File: src/logic/hisel_defines.vh
// Constants for the host interface strap select block.
// Assumes a 100 MHz ref_clk and that straps are steady around reset release.
//
// Contract
// - Two straps pick 8080, 6800, serial or I2C host bus.
// - Bus activity counts only while active-low chip select is low; I2C mode here ignores chip select.
// - Data/command high means display data, low means command byte.
// - In I2C the data/command pin is the slave address low bit.
// - In 6800 mode direction high is read, low is write.
// - In 8080 mode direction pin low is the write strobe.
// - In 6800 mode enable high starts the transfer.
// - In 8080 mode enable/read low is the read strobe.
// - Serial: clock on data bit 0, input bit 1, output bit 2.
// - I2C: data bits 1 and 2 form SDA, data bit 0 is SCL.
// - Line-count strap sampled at reset: high two lines, low one.
// - Common scan normal when strap is 1, reversed when 0.
// - Segment mapping ascending when strap is 1, reversed when 0.
// - Font straps pick table A, B, C; 11 leaves it to command 72h.
// - Glyph straps split ROM and RAM glyphs; 11 is 256/0, 10 is 250/6.
// - Regulator strap enables core regulator; command 71h may disable it.
// - Command 0Ch turns display on; outputs activate 100 ms later.
`ifndef HISEL_DEFINES_VH
`define HISEL_DEFINES_VH
`define HISEL_MODE_8080    2'h3
`define HISEL_MODE_6800    2'h2
`define HISEL_MODE_SERIAL  2'h0
`define HISEL_MODE_I2C     2'h1
`define HISEL_CMD_DISP_ON  8'h0C
`define HISEL_CMD_DISP_OFF 8'h08
`define HISEL_CMD_FUNC_A   8'h71
`define HISEL_CMD_FUNC_B   8'h72
`define HISEL_CMD_EXT_SET  8'h2A
`define HISEL_CMD_EXT_CLR  8'h28
`define HISEL_REG_ON_VAL   8'h5C
`define HISEL_I2C_ADDR_HI  6'h1E
`define HISEL_RST_MIN_NS   3000
`define HISEL_ON_DELAY_MS  100
`define HISEL_CLK_MHZ      100
`endif

File: src/logic/hisel_fifo.v
// Small flip-flop FIFO with valid/ready on both sides.
// Assumes one clock and a clock enable that freezes all state.
`default_nettype none
module hisel_fifo #(
  parameter WIDTH = 9,
  parameter DEPTH = 16,
  parameter AW    = 4
) (
  // Clock and reset
  input  wire             ref_clk,
  input  wire             resetn,
  input  wire             clk_en,
  input  wire             clr,
  // Fill side
  input  wire             in_valid,
  output wire             in_ready,
  input  wire [WIDTH-1:0] in_data,
  // Drain side
  output wire             out_valid,
  input  wire             out_ready,
  output wire [WIDTH-1:0] out_data
);
  reg [WIDTH-1:0] mem_q [0:DEPTH-1];
  reg [AW-1:0]    wr_q;
  reg [AW-1:0]    rd_q;
  reg [AW:0]      cnt_q;
  wire            push;
  wire            pop;
  integer         i;

  assign in_ready  = (cnt_q != DEPTH[AW:0]);
  assign out_valid = (cnt_q != {(AW+1){1'b0}});
  assign out_data  = mem_q[rd_q];
  assign push      = in_valid & in_ready;
  assign pop       = out_valid & out_ready;

  always @(posedge ref_clk or negedge resetn) begin
    if (!resetn) begin
      wr_q  <= {AW{1'b0}};
      rd_q  <= {AW{1'b0}};
      cnt_q <= {(AW+1){1'b0}};
      for (i = 0; i < DEPTH; i = i + 1) begin
        mem_q[i] <= {WIDTH{1'b0}};
      end
    end else if (clk_en) begin
      if (clr) begin
        wr_q  <= {AW{1'b0}};
        rd_q  <= {AW{1'b0}};
        cnt_q <= {(AW+1){1'b0}};
      end else begin
        if (push) begin
          mem_q[wr_q] <= in_data;
          wr_q        <= wr_q + 1'b1;
        end
        if (pop) begin
          rd_q <= rd_q + 1'b1;
        end
        if (push && !pop) begin
          cnt_q <= cnt_q + 1'b1;
        end else if (pop && !push) begin
          cnt_q <= cnt_q - 1'b1;
        end
      end
    end
  end
endmodule
`default_nettype wire

File: src/logic/hisel_top.v
// Host front end: strap-chosen bus, byte decode, strap latching, display on/off.
// Assumes host pins synchronous to ref_clk; hw_reset_n is the host reset pin.
`include "hisel_defines.vh"
`default_nettype none
module hisel_top #(
  parameter        ON_DELAY_CYC = `HISEL_ON_DELAY_MS * 1000 * 1000 / 10,
  parameter        FIFO_DEPTH   = 16,
  parameter [15:0] RST_MIN_CYC  = (`HISEL_RST_MIN_NS * `HISEL_CLK_MHZ + 999) / 1000
) (
  // Clock and reset
  input  wire       ref_clk,
  input  wire       resetn,
  input  wire       clk_en,
  // Host reset pin
  input  wire       hw_reset_n,
  // Straps
  input  wire       iface_sel_lo,
  input  wire       iface_sel_hi,
  input  wire       line_count_strap,
  input  wire       common_dir_strap,
  input  wire       segment_dir_strap,
  input  wire [1:0] font_table_straps,
  input  wire [1:0] glyph_split_straps,
  input  wire       core_regulator_strap,
  // Host bus pins
  input  wire       chip_sel_n,
  input  wire       data_cmd_sel,
  input  wire       dir_pin,
  input  wire       enable_pin,
  input  wire [7:0] data_in,
  output reg  [7:0] data_out,
  output reg  [7:0] data_oe,
  // Core side byte stream and read data
  output wire       rx_valid,
  input  wire       rx_ready,
  output wire       rx_is_data,
  output wire [7:0] rx_byte,
  input  wire [7:0] rd_data,
  output reg        rd_strobe,
  // Configuration state
  output reg  [1:0] bus_mode_q,
  output reg        two_line_q,
  output reg        com_normal_q,
  output reg        seg_normal_q,
  output reg  [1:0] font_table_q,
  output reg  [8:0] rom_glyphs_q,
  output reg  [3:0] ram_glyphs_q,
  output reg        regulator_on_q,
  output reg        ext_set_flag_q,
  output reg        display_on_q,
  output reg        outputs_active_q,
  output reg        regs_reset_q,
  output wire [6:0] i2c_addr
);
  localparam ST_IDLE = 2'h0;
  localparam ST_ADDR = 2'h1;
  localparam ST_DATA = 2'h2;
  localparam ST_SKIP = 2'h3;
  localparam [31:0] ON_CNT = ON_DELAY_CYC;

  reg        hw_rst_prev_q;
  reg [15:0] rst_cnt_q;
  reg        sample_q;
  reg        dir_prev_q;
  reg        en_prev_q;
  reg        sclk_prev_q;
  reg        sda_prev_q;
  reg [7:0]  sh_q;
  reg [3:0]  bit_q;
  reg [1:0]  i2c_st_q;
  reg        ack_q;
  reg        arg_q;
  reg [7:0]  arg_cmd_q;
  reg [31:0] on_cnt_q;
  reg        wr_ok;
  reg [7:0]  wr_byte;
  reg        wr_dc;
  wire       sel;
  wire       sclk;
  wire       sda;
  wire       in_ready;
  wire       fifo_valid;
  wire [8:0] fifo_word;
  wire       consume;

  assign sel  = ~chip_sel_n;
  assign sclk = data_in[0];
  assign sda  = data_in[1];
  assign i2c_addr = {`HISEL_I2C_ADDR_HI, data_cmd_sel};

  // Glyph split decode; 00 and 01 follow the same table for completeness.
  function [12:0] glyph_split;
    input [1:0] code;
    begin
      case (code)
        2'h3:    glyph_split = {9'h100, 4'h0};
        2'h2:    glyph_split = {9'h0FA, 4'h6};
        2'h1:    glyph_split = {9'h0F8, 4'h8};
        default: glyph_split = {9'h0F0, 4'h8};
      endcase
    end
  endfunction

  // Byte capture per bus mode; strobes only count with chip select low, except in I2C, which ignores it.
  always @* begin
    wr_ok   = 1'b0;
    wr_byte = data_in;
    wr_dc   = data_cmd_sel;
    case (bus_mode_q)
      `HISEL_MODE_8080: wr_ok = sel && dir_prev_q && !dir_pin;
      `HISEL_MODE_6800: wr_ok = sel && !en_prev_q && enable_pin && !dir_pin;
      `HISEL_MODE_SERIAL: begin
        wr_ok   = sel && !sclk_prev_q && sclk && (bit_q == 4'h7);
        wr_byte = {sh_q[6:0], sda};
      end
      `HISEL_MODE_I2C: begin
        wr_ok   = !sclk_prev_q && sclk && (bit_q == 4'h7) && (i2c_st_q == ST_DATA);
        wr_byte = {sh_q[6:0], sda};
        wr_dc   = 1'b0;
      end
      default: wr_ok = 1'b0;
    endcase
  end

  hisel_fifo #(
    .WIDTH (9),
    .DEPTH (FIFO_DEPTH),
    .AW    (4)
  ) u_fifo (
    .ref_clk   (ref_clk),
    .resetn    (resetn),
    .clk_en    (clk_en),
    .clr       (regs_reset_q),
    .in_valid  (wr_ok),
    .in_ready  (in_ready),
    .in_data   ({wr_dc, wr_byte}),
    .out_valid (fifo_valid),
    .out_ready (rx_ready),
    .out_data  (fifo_word)
  );

  assign rx_valid   = fifo_valid;
  assign rx_is_data = fifo_word[8];
  assign rx_byte    = fifo_word[7:0];
  assign consume    = fifo_valid & rx_ready;

  always @(posedge ref_clk or negedge resetn) begin
    if (!resetn) begin
      hw_rst_prev_q    <= 1'b1;
      rst_cnt_q        <= 16'h0000;
      sample_q         <= 1'b1;
      regs_reset_q     <= 1'b0;
      bus_mode_q       <= `HISEL_MODE_8080;
      two_line_q       <= 1'b1;
      com_normal_q     <= 1'b1;
      seg_normal_q     <= 1'b1;
      font_table_q     <= 2'h0;
      rom_glyphs_q     <= 9'h100;
      ram_glyphs_q     <= 4'h0;
      regulator_on_q   <= 1'b1;
      ext_set_flag_q   <= 1'b0;
      display_on_q     <= 1'b0;
      outputs_active_q <= 1'b0;
      on_cnt_q         <= 32'h0000_0000;
      dir_prev_q       <= 1'b1;
      en_prev_q        <= 1'b0;
      sclk_prev_q      <= 1'b0;
      sda_prev_q       <= 1'b1;
      sh_q             <= 8'h00;
      bit_q            <= 4'h0;
      i2c_st_q         <= ST_IDLE;
      ack_q            <= 1'b0;
      arg_q            <= 1'b0;
      arg_cmd_q        <= 8'h00;
      data_out         <= 8'h00;
      data_oe          <= 8'h00;
      rd_strobe        <= 1'b0;
    end else if (clk_en) begin
      hw_rst_prev_q <= hw_reset_n;
      dir_prev_q    <= dir_pin;
      en_prev_q     <= enable_pin;
      sclk_prev_q   <= sclk;
      sda_prev_q    <= sda;
      rd_strobe     <= 1'b0;
      regs_reset_q  <= 1'b0;
      // Count the reset pulse; too short a pulse is treated as a glitch.
      if (!hw_reset_n) begin
        if (rst_cnt_q != 16'hFFFF) begin
          rst_cnt_q <= rst_cnt_q + 16'h0001;
        end
      end else begin
        rst_cnt_q <= 16'h0000;
      end
      // Straps are caught one cycle after reset release, never under reset.
      if (sample_q) begin
        sample_q         <= 1'b0;
        bus_mode_q       <= {iface_sel_hi, iface_sel_lo};
        two_line_q       <= line_count_strap;
        com_normal_q     <= common_dir_strap;
        seg_normal_q     <= segment_dir_strap;
        font_table_q     <= (font_table_straps == 2'h3) ? 2'h0 : font_table_straps;
        {rom_glyphs_q, ram_glyphs_q} <= glyph_split(glyph_split_straps);
        regulator_on_q   <= core_regulator_strap;
        ext_set_flag_q   <= 1'b0;
        display_on_q     <= 1'b0;
        outputs_active_q <= 1'b0;
        arg_q            <= 1'b0;
        bit_q            <= 4'h0;
        i2c_st_q         <= ST_IDLE;
      end
      // A valid host reset re-arms strap sampling after the clear above, so the set wins.
      if (hw_reset_n && !hw_rst_prev_q && rst_cnt_q >= RST_MIN_CYC) begin
        regs_reset_q <= 1'b1;
        sample_q     <= 1'b1;
      end
      // Read path: parallel modes drive the bus while the read strobe is on.
      case (bus_mode_q)
        `HISEL_MODE_8080: begin
          data_oe   <= (sel && !enable_pin) ? 8'hFF : 8'h00;
          data_out  <= rd_data;
          rd_strobe <= sel && en_prev_q && !enable_pin;
        end
        `HISEL_MODE_6800: begin
          data_oe   <= (sel && enable_pin && dir_pin) ? 8'hFF : 8'h00;
          data_out  <= rd_data;
          rd_strobe <= sel && !en_prev_q && enable_pin && dir_pin;
        end
        `HISEL_MODE_SERIAL: begin
          data_oe  <= sel ? 8'h04 : 8'h00;
          data_out <= {5'h00, sh_q[7], 2'h0};
        end
        default: begin
          data_oe  <= ack_q ? 8'h04 : 8'h00;
          data_out <= 8'h00;
        end
      endcase
      // Serial and I2C bit shifter.
      if (bus_mode_q == `HISEL_MODE_SERIAL) begin
        if (!sel) begin
          bit_q <= 4'h0;
        end else if (!sclk_prev_q && sclk) begin
          sh_q  <= {sh_q[6:0], sda};
          bit_q <= (bit_q == 4'h7) ? 4'h0 : bit_q + 4'h1;
        end
      end else if (bus_mode_q == `HISEL_MODE_I2C) begin
        if (sclk && sda_prev_q && !sda) begin
          i2c_st_q <= ST_ADDR;
          bit_q    <= 4'h0;
          ack_q    <= 1'b0;
        end else if (sclk && !sda_prev_q && sda) begin
          i2c_st_q <= ST_IDLE;
          ack_q    <= 1'b0;
        end else if (!sclk_prev_q && sclk && i2c_st_q != ST_IDLE) begin
          sh_q  <= {sh_q[6:0], sda};
          bit_q <= (bit_q == 4'h8) ? 4'h0 : bit_q + 4'h1;
          if (bit_q == 4'h7 && i2c_st_q == ST_ADDR) begin
            i2c_st_q <= ({sh_q[6:0], sda} == {i2c_addr, 1'b0}) ? ST_DATA : ST_SKIP;
          end
        end else if (sclk_prev_q && !sclk) begin
          ack_q <= (bit_q == 4'h8) && (i2c_st_q != ST_SKIP);
        end
      end
      // Command decode on bytes leaving the FIFO.
      if (consume && !rx_is_data) begin
        arg_q <= 1'b0;
        if (rx_byte == `HISEL_CMD_EXT_SET) begin
          ext_set_flag_q <= 1'b1;
        end else if (rx_byte == `HISEL_CMD_EXT_CLR) begin
          ext_set_flag_q <= 1'b0;
        end else if (!ext_set_flag_q && rx_byte == `HISEL_CMD_DISP_ON) begin
          display_on_q <= 1'b1;
          on_cnt_q     <= 32'h0000_0000;
        end else if (!ext_set_flag_q && rx_byte == `HISEL_CMD_DISP_OFF) begin
          display_on_q     <= 1'b0;
          outputs_active_q <= 1'b0;
        end else if (ext_set_flag_q && (rx_byte == `HISEL_CMD_FUNC_A ||
                     rx_byte == `HISEL_CMD_FUNC_B)) begin
          arg_q     <= 1'b1;
          arg_cmd_q <= rx_byte;
        end
      end else if (consume && arg_q) begin
        arg_q <= 1'b0;
        if (arg_cmd_q == `HISEL_CMD_FUNC_A) begin
          regulator_on_q <= (rx_byte == `HISEL_REG_ON_VAL) && core_regulator_strap;
        end else begin
          if (font_table_straps == 2'h3 && rx_byte[3:2] != 2'h3) begin
            font_table_q <= rx_byte[3:2];
          end
          {rom_glyphs_q, ram_glyphs_q} <= glyph_split(rx_byte[1:0]);
        end
      end
      // Outputs come up a fixed delay after the display-on command.
      if (display_on_q && !outputs_active_q) begin
        if (on_cnt_q >= ON_CNT - 32'h1) begin
          outputs_active_q <= 1'b1;
        end else begin
          on_cnt_q <= on_cnt_q + 32'h1;
        end
      end
    end
  end
endmodule
`default_nettype wire

File: config.mk
export PLATFORM = sky130hd
export DESIGN_NAME = hisel_top
export DESIGN_NICKNAME = d
export VERILOG_FILES = /design/src/logic/hisel_fifo.v /design/src/logic/hisel_top.v
export VERILOG_INCLUDE_DIRS = /design/src /design/src/logic
export SDC_FILE = /design/constraint.sdc
export NUM_CORES = 1
export LEC_CHECK = 0
export BUFFER_PORTS_ARGS = -buffer_cell sky130_fd_sc_hd__buf_2
export CORE_MARGIN = 2
export CORE_UTILIZATION = 45
export CTS_CLUSTER_DIAMETER = 50
export DETAILED_ROUTE_END_ITERATION = 8
export HOLD_SLACK_MARGIN = 0.03
export SETUP_SLACK_MARGIN = 0.2
export SYNTH_ARGS = -nofsm -noshare
export SYNTH_HDL_FRONTEND = slang
export SYNTH_SLANG_ARGS = --single-unit
File: constraint.sdc
create_clock -name ref_clk -period 4.46 [get_ports ref_clk]
set_input_delay 0.892 -clock ref_clk [delete_from_list [all_inputs] [get_ports ref_clk]]
set_output_delay 0.892 -clock ref_clk [all_outputs]
set_load 0.005 [all_outputs]
==> results.ini <==
[synthesis]
synth-xor-area-share_pct=1.38
synth-compound-area-share_pct=13.3
yosysTopAreaCell=dfrtp_1
synth_area_leaders=dfrtp_1 (49%), a21oi_1 (5.1%), mux4_2 (4.6%)
synth-seq-area-share_pct=51.0
synth_top_family_by_area=simple AND/OR/NAND/NOR gates
async_flop_share_pct=100
synth_ff_type=dfrtp_1
synth_edf_count=0
ys_seq_elements=271
synth_warnings=0
synth_cell_types=71
synth-simple-area-share_pct=15.8
synth_top_area_share_pct=48.8
syn_area_sq_um=13300
synthAdderAreaFrac_pct=2.50
synth_cells=1270
syn_area_per_cell_sq_um=10.5
synth_mux_area_share_pct=11.7

[hold_path]
hold_class=primary input to async pin

[layout]
area_growth_pct=15.7
nFillCells=2640
multi_input_area_sq_um=5990
diodes=0
layout_common_cells=dfrtp_1 (259), nor2_1 (151), a21oi_1 (136)
design_area_sq_um=15400
fin_nets=1410
final_common_cell=dfrtp_1
register_area_sq_um=6800
drive_above_1_share_pct=21.1

[timing]
period_minus_slack_ps=3940
finalSetupViolations=0
max_freq_mhz=254
max_slew_margin_pct=20.8
hold_viol_final=0
tightestPinTransition_ps=1190
rsz0062_at_grt=no
clock-skew-final_ps=18.5
final-max-slew-violation-count=0
finalSetupTns_ps=0
period_share_pct=88.3

[clock_tree]
cts_setup_buffers=0
cts_resized=0
cts_tree=done
holdBufCountCts=0
clk_pin_slew_ps=60
numCtsBuffers=38
clk_path_buf_depth=3
clock-sinks=271
insertion_delay_ps=520
htree_levels=2
cts_root_buf=clkbuf_16

[grt]
grt_max_degree=117
antenna_found_initial=0
grt_pass1_wl_mm=51.3
track_usage_pct=20.8
gr-total-overflow=0
grt_pass1_vias=9570

[drt]
routed-via-count=9735
post_drt_via_cell_ratio=5.50
routed_wl_mm=31.7
wl_per_cell_microns=17.9
wl_met3_mm=1.67
dr.pass1.iters=5
met1Wirelength_mm=14.8
drc_errors=0
drt_iter0_drc=636
wl_met2_mm=14.6
top_layer_used=met4
postRouteAntennaNets=0

[critical_path]
slowest_delay_ps=630
crit_path_cell_trace=buf_4 > buf_4 > mux4_2 > mux2i_1 > a21o_1 > inv_1 > buf_2
cp_max_fo=17
start_kind=register
cpMostUsedCell=buf_4
cp.required_ps=3570
cp_slowest_cell=dfrtp_2
end_kind=primary output
worst-setup-path-type=register to primary output
r2r-start=u_fifo.rd_q[0]
cp.arrival_ps=3040
worstSetupStartpoint=u_fifo.rd_q[1]

[floorplanning]
placementRows=63
core_sq_um=29400
fp.dieArea_sq_um=31000
die_x_microns=176
die_h_microns=176
initial_core_util_pct=45.3
io_pins=94

[power_and_ir_drop]
pwr-share-comb_pct=17.2
seq_power_share_pct=40.6
p_sw_share_pct=29.3
netSwitchingPower_mw=2.13
p_clk_share_pct=42.2
power-per-cell-area_nw_per_um2=471
p_leak_nw=7.44
p_int_mw=5.14
peakVddDrop_v=0.000384

[placement]
port_buffers=87
place_area_sq_um=14100
routabilityCongestion=0.826
dp_hpwl_mm=21.1

[run_status]
outcome=finished clean

[flow_run]
maxCapViolations=0

-- cells by family after synthesis --
| kind of cell | after synthesis |
|---|---|
| multiplexers | 105 |
| XOR/XNOR | 21 |
| flip-flops | 271 |
| other | 2 |
| AND/OR/NAND/NOR | 428 |
| adder cells (fa/ha/maj) | 26 |
| AO/OA/AOI/OAI | 300 |
| buffers and inverters | 117 |
-- layout make-up --
cell class	count	share of cell area, %
Multi-Input combinational cell	886	38.8
Inverter	28	0.681
Sequential cell	271	44.1
Tap cell	390	3.16
Clock buffer	54	7.15
Clock inverter	16	1.37
Timing Repair Buffer	124	4.77
-- per-layer routing --
layer	vias up	GRT usage, %
met5	-	0
met4	0	5.72
met3	51	3.81
met2	240	33.3
met1	4797	29.2
li1	4647	-
-- flip-flops by register name (all words and copies together) (netlist names), 2 cells and up --
signal,cells
sh_q,8
arg_cmd_q,8
i2c_st_q,2
bus_mode_q,2
rst_cnt_q,16
u_fifo.mem_q,144
font_table_q,2
ram_glyphs_q,4
on_cnt_q,32
u_fifo.cnt_q,5
u_fifo.rd_q,4
rom_glyphs_q,9
data_oe,2
u_fifo.wr_q,4
bit_q,4
data_out,8
-- critical path, delay by kind of cell (launching register included) --
kind,cells,cell delay (ps)
AOI/OAI and AO/OA,1,280
muxes,2,670
buffers and inverters,4,920
DFF,1,630
-- synthesized netlist by cell type, drive strengths merged, types with 9 or more instances --
cell    count
dfrtp     260
nor2      151
a21oi     136
nand2      89
o21ai      66
buf        54
mux2       38
clkbuf     35
mux2i      34
mux4       33
and3       27
inv        27
nand3      27
ha         25
a21o       22
nor2b      21
nor3       18
and2       14
nand2b     14
or2        14
xor2       14
a22oi      12
nand4      12
a22o       11
dfstp      11
o21a       10
o22ai      10
nor4        9
or3         9
-- through the flow --
stage          util [%]  setup slack, ps  total power [mW]  hold WS, ps  cells
2_1_floorplan         -              635              3.77          439   1274
3_3_place_gp       48.0              642              4.23          452   1699
3_5_place_dp       48.0              550              4.25          455   1699
4_1_cts            52.5              468              7.34          469   1769
5_1_grt            52.5              349              7.60          482   1769
6_report           52.5              524              7.27          468   1769
-- path summary, 6_finish.rpt --
kind	endpoint	cells past startpoint	slack, ps
min in group ref_clk	arg_cmd_q[4]	1	470
setup / recovery	rx_byte[4]	7	520
max in group asynchronous	hw_rst_prev_q	2	3020
hold reg to reg	arg_cmd_q[4]	1	470
hold / removal	bit_q[3]	1	470
setup reg to reg	on_cnt_q[21]	9	680
-- power by group through the flow --
stage / Sequential, mW / Combinational [mW] / Clock [mW]
3_5_place_dp: 2.99 / 1.26 / 0
4_1_cts: 2.95 / 1.26 / 3.13
6_report: 2.95 / 1.25 / 3.07
3_3_place_gp: 2.99 / 1.24 / 0
2_1_floorplan: 2.82 / 0.948 / 0
5_1_grt: 2.99 / 1.38 / 3.23
Note: power is estimated with default switching activity, not from simulation.
